### config.mk
export PLATFORM = sky130hd
export DESIGN_NAME = modem_status_and_scratch
export DESIGN_NICKNAME = d
export VERILOG_FILES = /design/src/rtl/modem_pkg.sv /design/src/rtl/sync_bank.sv /design/src/rtl/modem_status_and_scratch.sv
export VERILOG_INCLUDE_DIRS = /design/src /design/src/rtl
export SDC_FILE = /design/constraint.sdc
export NUM_CORES = 1
export LEC_CHECK = 0
export ABC_AREA = 0
export BUFFER_PORTS_ARGS = -buffer_cell sky130_fd_sc_hd__buf_4
export CAP_MARGIN = 20
export CORE_ASPECT_RATIO = 1.25
export CORE_MARGIN = 2
export CORE_UTILIZATION = 50
export CTS_BUF_LIST = sky130_fd_sc_hd__clkbuf_8
export CTS_CLUSTER_SIZE = 28
export DETAILED_ROUTE_END_ITERATION = 7
export GPL_TIMING_DRIVEN = 0
export MAX_ROUTING_LAYER = met4
export PLACE_DENSITY = 0.71
export RECOVER_POWER = 25
export SYNTH_ARGS = -nofsm -noshare
export SYNTH_HDL_FRONTEND = slang
export SYNTH_SLANG_ARGS = --single-unit
### constraint.sdc
create_clock -name mclk -period 1.5 [get_ports mclk]
set_input_delay 0.15 -clock mclk [delete_from_list [all_inputs] [get_ports mclk]]
set_output_delay 0.15 -clock mclk [all_outputs]
set_load 0.1 [all_outputs]
### src/rtl/modem_params.svh
`ifndef MODEM_PARAMS_SVH
`define MODEM_PARAMS_SVH

// ----------------------------------------------------------------------
// register offsets (word index on the plain register port)
// ----------------------------------------------------------------------
`define OFF_MODEM_CONTROL      3'h0
`define OFF_MODEM_LINE_STATUS  3'h1
`define OFF_SCRATCH_STORAGE    3'h2
`define OFF_ENHANCED_FEATURE   3'h3
`define OFF_IRQ_STATUS         3'h4
`define OFF_IRQ_ENABLE         3'h5
`define OFF_IRQ_CLEAR          3'h6

// ----------------------------------------------------------------------
// modem control register fields
// ----------------------------------------------------------------------
`define MC_DTR_BIT             0
`define MC_RTS_BIT             1
`define MC_AUX_A_BIT           2
`define MC_AUX_B_BIT           3
`define MC_LOOP_BIT            4
`define MC_WRITE_MASK          8'h1f

// ----------------------------------------------------------------------
// enhanced feature register fields
// ----------------------------------------------------------------------
`define EF_AUTO_CTS_BIT        7
`define EF_AUTO_RTS_BIT        6
`define EF_WRITE_MASK          8'hc0

// ----------------------------------------------------------------------
// interrupt status fields: one bit per change event, one for the halt
// ----------------------------------------------------------------------
`define IRQ_CTS_BIT            0
`define IRQ_DSR_BIT            1
`define IRQ_RI_BIT             2
`define IRQ_DCD_BIT            3
`define IRQ_HALT_BIT           4
`define IRQ_MASK               8'h1f

// ----------------------------------------------------------------------
// reset values and timing counts
// ----------------------------------------------------------------------
`define RST_BYTE               8'h00
`define RST_FLAGS              4'h0
`define RST_PINS               4'hf
// two edges fill the synchroniser, a third loads the previous line state
`define PRIME_CYCLES           2'd3

`endif

### src/rtl/modem_pkg.sv
package modem_pkg;

  // transmit gate: run, let the current character drain, halted
  typedef enum logic [1:0]
  {
    TX_RUN   = 2'b00,
    TX_DRAIN = 2'b01,
    TX_HALT  = 2'b11
  } tx_gate_t;

  typedef logic [7:0] byte_t;
  typedef logic [3:0] line_t;

endpackage

### src/rtl/sync_bank.sv
`timescale 1ns/100ps

// two-flop synchroniser for a bank of asynchronous level inputs
module sync_bank #(
  parameter int    WIDTH     = 4,
  parameter logic [WIDTH-1:0] RST_VAL = '1
) (
  // clock and reset
  input  wire logic             mclk,
  input  wire logic             nrst,
  // levels
  input  wire logic [WIDTH-1:0] async_in,
  output logic      [WIDTH-1:0] sync_out
);

  logic [WIDTH-1:0] meta_q;

  // a zero-width bank has nothing to synchronise
  if (WIDTH < 1)
  begin
    $error("sync_bank: WIDTH must be at least 1");
  end

  // first stage feeds only the second stage
  always_ff @(posedge mclk or negedge nrst)
  begin
    if (!nrst)
    begin
      meta_q   <= RST_VAL;
      sync_out <= RST_VAL;
    end
    else
    begin
      meta_q   <= async_in;
      sync_out <= meta_q;
    end
  end

endmodule

### src/rtl/modem_status_and_scratch.sv
// How it works
// - status bit 7 is inverted carrier detect, or aux output b in loop-back
// - status bit 6 is inverted ring indicator, or aux output a in loop-back
// - status bit 5 is inverted data set ready, or the dtr control bit in loop-back
// - status bit 4 is inverted clear to send, or the rts control bit in loop-back
// - with auto flow on, clear to send high halts transmit after current char
// - carrier, dsr and cts change flags set on any toggle since last read
// - ring change flag sets only when the ring pin goes from 0 to 1
// - reading the status register clears all four change flags
// - modem status interrupt is raised while any change flag is set
// - eight-bit scratch register returns what was last written, nothing else
// - with auto flow on, transmit resumes once clear to send returns low
// - reset clears change flags; upper status bits read inactive until the synchroniser refills
//
// The register addresses and the address-and-strobe port were decided locally.
`timescale 1ns/100ps
`include "modem_params.svh"

module modem_status_and_scratch #(
  parameter int ADDR_W = 3
) (
  // clock and reset
  input  wire logic                mclk,
  input  wire logic                nrst,
  // register port
  input  wire logic [ADDR_W-1:0]   reg_addr,
  input  wire modem_pkg::byte_t    reg_wdata,
  input  wire logic                reg_wr,
  input  wire logic                reg_rd,
  output modem_pkg::byte_t         reg_rdata,
  // modem inputs, active low, asynchronous
  input  wire logic                dcd_n,
  input  wire logic                ri_n,
  input  wire logic                dsr_n,
  input  wire logic                cts_n,
  // modem outputs, active low
  output logic                     dtr_n,
  output logic                     rts_n,
  output logic                     aux_output_a_n,
  output logic                     aux_output_b_n,
  // transmitter handshake
  input  wire logic                tx_busy,
  output logic                     tx_halt,
  output logic                     auto_rts_en,
  // interrupts
  output logic                     modem_irq,
  output logic                     irq
);

  import modem_pkg::*;

  // refuse an index too narrow to reach every register
  if (ADDR_W < 3)
  begin
    $error("modem_status_and_scratch: ADDR_W must be at least 3");
  end

  // ----------------------------------------------------------------------
  // decode helpers
  // ----------------------------------------------------------------------

  // upper address bits must be zero so aliases never appear
  function automatic logic hit(input logic [ADDR_W-1:0] a, input logic [2:0] off);
    hit = (a == ADDR_W'(off));
  endfunction

  // ----------------------------------------------------------------------
  // declarations
  // ----------------------------------------------------------------------
  byte_t    modem_control_reg_q;
  byte_t    enhanced_feature_reg_q;
  byte_t    scratch_storage_q;
  byte_t    irq_status_q;
  byte_t    irq_status_d;
  byte_t    irq_enable_q;
  byte_t    rdata_q;
  byte_t    rdata_d;
  byte_t    modem_line_status;
  line_t    pin_sync;
  line_t    line_now;
  line_t    line_prev_q;
  line_t    line_change;
  line_t    flags_q;
  line_t    flags_d;
  line_t    flag_set;
  logic [1:0] prime_q;
  logic     primed;
  logic     loop_mode;
  logic     status_read;
  logic     cts_block;
  logic     halt_event;
  tx_gate_t gate_q;
  tx_gate_t gate_d;

  // ----------------------------------------------------------------------
  // input synchronisers
  // ----------------------------------------------------------------------

  // pins idle high, so the bank resets to the inactive level
  sync_bank #(
    .WIDTH   (4),
    .RST_VAL (`RST_PINS)
  ) u_sync (
    .mclk     (mclk),
    .nrst     (nrst),
    .async_in ({dcd_n, ri_n, dsr_n, cts_n}),
    .sync_out (pin_sync)
  );

  // ----------------------------------------------------------------------
  // live line state
  // ----------------------------------------------------------------------
  assign loop_mode = modem_control_reg_q[`MC_LOOP_BIT];

  // order is {carrier, ring, data set ready, clear to send}
  always_comb
  begin
    if (loop_mode)
    begin
      line_now[3] = modem_control_reg_q[`MC_AUX_B_BIT];
      line_now[2] = modem_control_reg_q[`MC_AUX_A_BIT];
      line_now[1] = modem_control_reg_q[`MC_DTR_BIT];
      line_now[0] = modem_control_reg_q[`MC_RTS_BIT];
    end
    else
    begin
      line_now[3] = ~pin_sync[3];
      line_now[2] = ~pin_sync[2];
      line_now[1] = ~pin_sync[1];
      line_now[0] = ~pin_sync[0];
    end
  end

  // upper half is not stored here; outside loop-back it follows the synchroniser, which reset loads with the inactive level
  assign modem_line_status = {line_now, flags_q};

  // ----------------------------------------------------------------------
  // edge detection
  // ----------------------------------------------------------------------

  // the synchroniser needs two edges to fill; comparing before then would
  // report the reset value against the real pin as a false change
  always_ff @(posedge mclk or negedge nrst)
  begin
    if (!nrst)
      prime_q <= 2'd0;
    else if (prime_q != `PRIME_CYCLES)
      prime_q <= prime_q + 2'd1;
  end

  assign primed = (prime_q == `PRIME_CYCLES);

  // previous line state, compared every cycle
  always_ff @(posedge mclk or negedge nrst)
  begin
    if (!nrst)
      line_prev_q <= 4'h0;
    else
      line_prev_q <= line_now;
  end

  assign line_change = line_now ^ line_prev_q;

  // ring only flags the pin going back high, i.e. its status falling
  always_comb
  begin
    flag_set = 4'h0;
    if (primed)
    begin
      flag_set[3] = line_change[3];
      flag_set[2] = line_prev_q[2] & ~line_now[2];
      flag_set[1] = line_change[1];
      flag_set[0] = line_change[0];
    end
  end

  // ----------------------------------------------------------------------
  // change flags
  // ----------------------------------------------------------------------
  assign status_read = reg_rd && hit(reg_addr, `OFF_MODEM_LINE_STATUS);

  // set wins over the read clear so a coincident change is not lost
  always_comb
  begin
    flags_d = flags_q;
    if (status_read)
      flags_d = 4'h0;
    flags_d = flags_d | flag_set;
  end

  always_ff @(posedge mclk or negedge nrst)
  begin
    if (!nrst)
      flags_q <= `RST_FLAGS;
    else
      flags_q <= flags_d;
  end

  // level, held until software reads the status register
  assign modem_irq = |flags_q;

  // ----------------------------------------------------------------------
  // control registers
  // ----------------------------------------------------------------------

  // only defined fields are stored; the rest read back as zero
  always_ff @(posedge mclk or negedge nrst)
  begin
    if (!nrst)
      modem_control_reg_q <= `RST_BYTE;
    else if (reg_wr && hit(reg_addr, `OFF_MODEM_CONTROL))
      modem_control_reg_q <= reg_wdata & `MC_WRITE_MASK;
  end

  always_ff @(posedge mclk or negedge nrst)
  begin
    if (!nrst)
      enhanced_feature_reg_q <= `RST_BYTE;
    else if (reg_wr && hit(reg_addr, `OFF_ENHANCED_FEATURE))
      enhanced_feature_reg_q <= reg_wdata & `EF_WRITE_MASK;
  end

  // plain storage, no side effect on any other logic
  always_ff @(posedge mclk or negedge nrst)
  begin
    if (!nrst)
      scratch_storage_q <= `RST_BYTE;
    else if (reg_wr && hit(reg_addr, `OFF_SCRATCH_STORAGE))
      scratch_storage_q <= reg_wdata;
  end

  always_ff @(posedge mclk or negedge nrst)
  begin
    if (!nrst)
      irq_enable_q <= `RST_BYTE;
    else if (reg_wr && hit(reg_addr, `OFF_IRQ_ENABLE))
      irq_enable_q <= reg_wdata & `IRQ_MASK;
  end

  assign auto_rts_en = enhanced_feature_reg_q[`EF_AUTO_RTS_BIT];

  // ----------------------------------------------------------------------
  // modem outputs
  // ----------------------------------------------------------------------

  // in loop-back the pins park inactive; control bits feed status instead
  always_ff @(posedge mclk or negedge nrst)
  begin
    if (!nrst)
    begin
      dtr_n          <= 1'b1;
      rts_n          <= 1'b1;
      aux_output_a_n <= 1'b1;
      aux_output_b_n <= 1'b1;
    end
    else
    begin
      dtr_n          <= loop_mode | ~modem_control_reg_q[`MC_DTR_BIT];
      rts_n          <= loop_mode | ~modem_control_reg_q[`MC_RTS_BIT];
      aux_output_a_n <= loop_mode | ~modem_control_reg_q[`MC_AUX_A_BIT];
      aux_output_b_n <= loop_mode | ~modem_control_reg_q[`MC_AUX_B_BIT];
    end
  end

  // ----------------------------------------------------------------------
  // transmit gate
  // ----------------------------------------------------------------------

  // clear to send inactive means its status bit is zero
  assign cts_block = enhanced_feature_reg_q[`EF_AUTO_CTS_BIT] & ~line_now[0];

  // the gate never cuts a character: it waits for tx_busy to fall
  always_comb
  begin
    gate_d = gate_q;
    unique case (gate_q)
      TX_RUN:
      begin
        if (cts_block)
          gate_d = tx_busy ? TX_DRAIN : TX_HALT;
      end
      TX_DRAIN:
      begin
        if (!cts_block)
          gate_d = TX_RUN;
        else if (!tx_busy)
          gate_d = TX_HALT;
      end
      TX_HALT:
      begin
        if (!cts_block)
          gate_d = TX_RUN;
      end
      default:
        gate_d = TX_RUN;
    endcase
  end

  always_ff @(posedge mclk or negedge nrst)
  begin
    if (!nrst)
      gate_q <= TX_RUN;
    else
      gate_q <= gate_d;
  end

  // the serial engine samples this before starting each character
  assign tx_halt    = (gate_q == TX_HALT) || (gate_q == TX_DRAIN);
  assign halt_event = (gate_d == TX_HALT) && (gate_q != TX_HALT);

  // ----------------------------------------------------------------------
  // interrupt status
  // ----------------------------------------------------------------------

  // write one to clear; a new event in the same cycle keeps its bit
  always_comb
  begin
    irq_status_d = irq_status_q;
    if (reg_wr && hit(reg_addr, `OFF_IRQ_CLEAR))
      irq_status_d = irq_status_d & ~reg_wdata;
    irq_status_d[`IRQ_DCD_BIT]  = irq_status_d[`IRQ_DCD_BIT] | flag_set[3];
    irq_status_d[`IRQ_RI_BIT]   = irq_status_d[`IRQ_RI_BIT]  | flag_set[2];
    irq_status_d[`IRQ_DSR_BIT]  = irq_status_d[`IRQ_DSR_BIT] | flag_set[1];
    irq_status_d[`IRQ_CTS_BIT]  = irq_status_d[`IRQ_CTS_BIT] | flag_set[0];
    irq_status_d[`IRQ_HALT_BIT] = irq_status_d[`IRQ_HALT_BIT] | halt_event;
    irq_status_d = irq_status_d & `IRQ_MASK;
  end

  always_ff @(posedge mclk or negedge nrst)
  begin
    if (!nrst)
      irq_status_q <= `RST_BYTE;
    else
      irq_status_q <= irq_status_d;
  end

  assign irq = |(irq_status_q & irq_enable_q);

  // ----------------------------------------------------------------------
  // read path
  // ----------------------------------------------------------------------

  // unmapped and write-only offsets return zero
  always_comb
  begin
    rdata_d = 8'h00;
    if (reg_rd)
    begin
      if (hit(reg_addr, `OFF_MODEM_CONTROL))
        rdata_d = modem_control_reg_q;
      else if (hit(reg_addr, `OFF_MODEM_LINE_STATUS))
        rdata_d = modem_line_status;
      else if (hit(reg_addr, `OFF_SCRATCH_STORAGE))
        rdata_d = scratch_storage_q;
      else if (hit(reg_addr, `OFF_ENHANCED_FEATURE))
        rdata_d = enhanced_feature_reg_q;
      else if (hit(reg_addr, `OFF_IRQ_STATUS))
        rdata_d = irq_status_q;
      else if (hit(reg_addr, `OFF_IRQ_ENABLE))
        rdata_d = irq_enable_q;
    end
  end

  // data stand only in the cycle after the read strobe
  always_ff @(posedge mclk or negedge nrst)
  begin
    if (!nrst)
      rdata_q <= 8'h00;
    else
      rdata_q <= rdata_d;
  end

  assign reg_rdata = rdata_q;

endmodule

* Yosys cells after proc, flatten, opt, wreduce, memory -nomap -nowiden
Cells that the tools add are included.
** Storage, ports and cells
- Register bits :: 57
- Bits in latches :: 0
- Bits in writable memories :: 0
- ROM bits :: 0
- Input bits :: 20
- Word-level logic and storage cells :: 84
- Memories kept :: 0
** Cells by class
- Add/subtract/negate cells :: 1
- $mul :: 0
- Divide/modulo/power cells :: 0
- Order comparisons :: 0
- Eq/ne operators :: 12
- Shifts and indexed selects :: 0
- Mux-type cells :: 17
- Bitwise operators :: 26
- Reduce and logical (&&, ||, !) cells :: 12
** Operator list (number)
- 8-bit two-way mux :: 5
- 5-bit two-way mux :: 3
- 4-bit two-way mux :: 3
- 5-bit bitwise AND :: 2
- 2-bit two-way mux :: 5
- 1-bit inverter :: 10
- 3-bit equality test (second input constant) :: 3
- 1-bit OR :: 9
- 8-bit OR reduction :: 1
- 1-bit logical AND :: 7
- 2-bit equality test (second input constant) :: 3
- 3-bit by 2-bit equality test with 1-bit output (second input constant) :: 2
- 2-bit one-hot mux with 3 select lines :: 1
- 5-bit inverter :: 1
- 2-bit inequality test (second input constant) :: 2
- 4-bit OR :: 1
- 4-bit OR reduction :: 1
- 4-bit XOR :: 1
- 3-bit by 1-bit equality test with 1-bit output (second input constant) :: 1
- 3-bit logical NOT :: 1
- 2-bit by 1-bit adder with 2-bit output (second input constant) :: 1
- 1-bit bitwise AND :: 2
- 2-bit by 1-bit equality test with 1-bit output (second input constant) :: 1
- 2-bit logical NOT :: 1
- 1-bit logical OR :: 1

* Logic depth before layout (Yosys ltp)
- Depth after elaboration :: 9
- Gate-level depth with buffers :: 6
- Gate-level depth less buffers :: 5

* Hierarchy
A second synthesis with hierarchy kept.
** Second synthesis, totals
- Cells, all modules :: 196
- Area total of the unflattened synthesis :: 2441.1 um2
** Modules (own cells, without submodules)
- modem_status_and_scratch :: instances 1, cells each 188, area each 2230.9 um2
- sync_bank :: instances 1, cells each 8, area each 210.2 um2

* Least setup slack after synthesis
Ideal clock, no wire load.
- Kind :: reg-to-reg
- Start point :: register enhanced_feature_reg_q[6]
- End point :: register rdata_q[6] (netlist: reg_rdata[6])
- Library setup time :: 0.121 ns
- Arrival :: 1.365 ns
- Required time :: 1.379 ns
- Slack :: 0.015 ns
- Stages on the path, launching flop included :: 4
- Path through :: dfrtp_1 mux2_2 a22oi_1 nor2_1
** Between the ends
- Longest elaborated chain between the ends :: 5
** RTL lines
- start: declaration :: RTL line modem_status_and_scratch.sv:71 : byte_t enhanced_feature_reg_q;
- start signal: assignment :: RTL line modem_status_and_scratch.sv:218 : enhanced_feature_reg_q <= `RST_BYTE;
- start signal: assignment :: RTL line modem_status_and_scratch.sv:220 : enhanced_feature_reg_q <= reg_wdata & `EF_WRITE_MASK;
- 8-bit two-way mux :: RTL line modem_status_and_scratch.sv:355 : else if (hit(reg_addr, `OFF_ENHANCED_FEATURE))
- 8-bit two-way mux :: RTL line modem_status_and_scratch.sv:353 : else if (hit(reg_addr, `OFF_SCRATCH_STORAGE))
- 8-bit two-way mux :: RTL line modem_status_and_scratch.sv:351 : else if (hit(reg_addr, `OFF_MODEM_LINE_STATUS))
- 8-bit two-way mux :: RTL line modem_status_and_scratch.sv:349 : if (hit(reg_addr, `OFF_MODEM_CONTROL))
- 8-bit two-way mux :: RTL line modem_status_and_scratch.sv:347 : if (reg_rd)
- via rdata_d[6] :: RTL line modem_status_and_scratch.sv:77 : byte_t rdata_d;
- end signal: assignment :: RTL line modem_status_and_scratch.sv:370 : rdata_q <= rdata_d;
- end: declaration :: RTL line modem_status_and_scratch.sv:76 : byte_t rdata_q;
The timed path passes the listed nets, and every way through them passes these cells.
A chain may end at the register's enable or synchronous reset.

* Worst setup path after layout
- Start point :: register irq_status_q[4]
- End point :: output irq
** Between the ends
- Longest elaborated chain between the ends :: 2
** RTL lines
- start: declaration :: RTL line modem_status_and_scratch.sv:73 : byte_t irq_status_q;
- start signal: assignment :: RTL line modem_status_and_scratch.sv:332 : irq_status_q <= `RST_BYTE;
- start signal: assignment :: RTL line modem_status_and_scratch.sv:334 : irq_status_q <= irq_status_d;
- 5-bit bitwise AND :: RTL line modem_status_and_scratch.sv:337 : assign irq = |(irq_status_q & irq_enable_q);
- 8-bit OR reduction :: RTL line modem_status_and_scratch.sv:337
- end: declaration :: RTL line modem_status_and_scratch.sv:47 : output logic irq
Every way passes these cells.

==> run metrics <==
outcome=complete, but fails checks; failing checks=setup timing; Routed WL per cell=16.0 um; global-route wire length before repair=8050 um; commonest cells after routing, fill and taps aside=dfrtp_1, buf_4, nand2_1, mux2_2; CTS Sinks=57; min Tclk post-route=1620 ps; register area share after synthesis=0.592; row count=28; fill cell count=397; clk buf depth=2; worst-case hold slack=11.6 ps; vias in the first global route=1626; Final Hold Viols=0; synthesis-stage register bit count=57; Ant. Diodes=0; detailed-placement wirelength estimate=3400 um; RSZ-0062 raised after global routing=yes; CTS buffer count=9; DRT Wirelength=4970 um; syn nets=214; port buffer count=33; worst path required time=1350 ps; Max stage delay cell, worst path=dfrtp_1; post-synth cell types=40; peak supply drop=709 uV; routed vias/inst=5.41; largest net degree at the start of global routing=58; PnR worst setup slack=-116 ps; NumNets Final=266; Congestion Overflow GR=0; synthesis-to-layout area growth=23.0%; Skew-Pair Late Insertion Delay=330 ps; Syn Area/Cell=12.6 um^2; DRC viols=0; critical path class=reg -> out; Mapped Cells=193; max_cap viols=0; H-Tree Depth=3; worst-margin pin slew=775 ps; final cell count without fillers=310; Buf/Inv on CP=1; TritonCTS clock tree=yes; final setup violating endpoints=2; Slew HR=0.482; die height=82.0 um; Worst Skew=6.40 ps; remaining antenna violation count=0; via count=1677; Cell Chain, Critical Path=a222oi_1 > nand2_1 > buf_8; Post-synth EDFFs=0; area of the mapped netlist=0.00244 mm^2; Yosys warnings=0; top cell family by delay on the critical path=flip-flops; CP peak stage delay=420 ps; crit path capture type=output pin; Synth Flop Type=dfrtp_1; clock-pin slew on the worst setup and hold paths=60 ps; commonest non-fill, non-tap cell in the layout=dfrtp_1; asr flop ratio synth=1.00; CP Max Fanout=3; placed insts=286; Leakage=1.39 nW; GPL Wtd Cong=0.862; layout cells sized above 1=0.344; initial core utilization=0.515; I/O pin total=36; Total GRT Usage=0.215; area of the core=0.00473 mm^2; Final Cycle Share=1.08; Fmax=619 MHz; initial DRC count=116; Critical Path AT=1470 ps; CP Launch Type=flop; PwrDens=1440 mW/mm^2; TritonRoute pass-1 iters=6; die area=0.00545 mm^2; class of the worst hold path=in -> reg; initial antenna violation count=0; Slew Viols, Final=0; width of the die=66.4 um; root buf cell=clkbuf_8
[path summary, 6_finish.rpt]
| kind | start | to | slack (ps) | cells past startpoint |
|---|---|---|---|---|
| worst min-delay path | tx_busy | gate_q[1]$_DFF_PN0_ | 10 | 2 |
| worst max-delay path | irq_status_q[4]$_DFF_PN0_ | irq | -120 | 3 |
| max in group asynchronous | nrst | reg_rdata[6]$_DFF_PN0_ | 560 | 2 |
| min in group asynchronous | nrst | reg_rdata[4]$_DFF_PN0_ | 450 | 2 |
| worst min register to register | u_sync.meta_q[0]$_DFF_PN1_ | u_sync.sync_out[0]$_DFF_PN1_ | 350 | 0 |
| worst max register to register | modem_control_reg_q[4]$_DFFE_PN0P_ | irq_status_q[0]$_DFF_PN0_ | 190 | 5 |
[cell type report]
type	count	area [um^2]	share of cell area
plain buffers	10	60.1	0.0200
clock inverters	5	22.5	0.00752
clock buffers	11	151	0.0505
flip-flops and latches	57	1440	0.481
well taps	60	75.1	0.0251
inverters	10	37.5	0.0125
repair buffers	41	337	0.112
multi-input cells	116	872	0.291
[metrics by stage]
step	total power [mW]	cell area (um^2)	setup TNS, ps	utilization	setup WS (ps)
CTS	4.33	3020	-239	0.638	-127
global route	4.52	3000	-297	0.634	-157
detailed placement	3.06	2760	0	0.583	97.2
global placement	3.04	2760	0	0.583	96.7
floorplan	2.76	2440	0	-	14.6
finish	4.31	3000	-214	0.634	-116
[metal layers]
metal / global-route usage / up-vias / share of wire
met1: 0.250 / 837 / 0.43
met5: - / - / 0
li1: - / 779 / -
met3: 0.0562 / 11 / 0.044
met4: 0.124 / 0 / 0.024
met2: 0.338 / 50 / 0.50
[registers in the layout (all words and copies together), names as in the netlist]
register	cells
aux_output_b_n	1
dtr_n	1
rts_n	1
gate_q	2
irq_enable_q	5
reg_rdata	8
modem_control_reg_q	5
enhanced_feature_reg_q	2
scratch_storage_q	8
irq_status_q	5
prime_q	2
line_prev_q	4
u_sync.sync_out	4
flags_q	4
u_sync.meta_q	4
aux_output_a_n	1
[cells by family (layout without fill, tap and decap cells)]
kind of cell / after synthesis / in the layout / synth area share
and+or+nand+nor: 47 / 47 / 0.112
muxes: 23 / 23 / 0.111
adders and majority gates: 1 / 1 / 0.00514
xor gates and xnor gates: 4 / 4 / 0.0144
buffers and inverters: 20 / 77 / 0.0447
AOI/OAI and AO/OA: 41 / 41 / 0.121
DFF: 57 / 57 / 0.592
[power by group]
| group | leakage, nW | switching [mW] | internal, mW |
|---|---|---|---|
| logic | 0.637 | 0.729 | 0.390 |
| registers | 0.650 | 0.147 | 1.80 |
| clock network | 0.101 | 0.575 | 0.667 |
| total | 1.39 | 1.45 | 2.86 |
[cell usage after synthesis, types with 2 or more instances]
cell | instances | area, um^2
o21ai_0 | 9 | 45.0
inv_1 | 10 | 37.5
buf_6 | 2 | 22.5
nor2b_1 | 2 | 12.5
a21oi_1 | 7 | 35.0
mux2_1 | 8 | 90.1
nand2_1 | 18 | 67.6
buf_2 | 3 | 15.0
mux2_2 | 14 | 158
a21o_1 | 4 | 30.0
dfstp_2 | 12 | 315
dfrtp_1 | 45 | 1130
xnor2_1 | 4 | 35.0
a22oi_1 | 8 | 60.1
nand2b_1 | 6 | 37.5
nor2_1 | 10 | 37.5
buf_4 | 4 | 30.0
o221a_1 | 4 | 45.0
a32o_1 | 2 | 20.0
[repair_timing]
item,in CTS,in global routing
hold buffers,5,0
hold endpoints to repair,49,0
gates cloned,0,0
pin swaps,1,2
buffers inserted,2,1
endpoints found under the setup margin,2,5
resized for setup,5,2
Note: power is estimated with default switching activity, not from simulation.
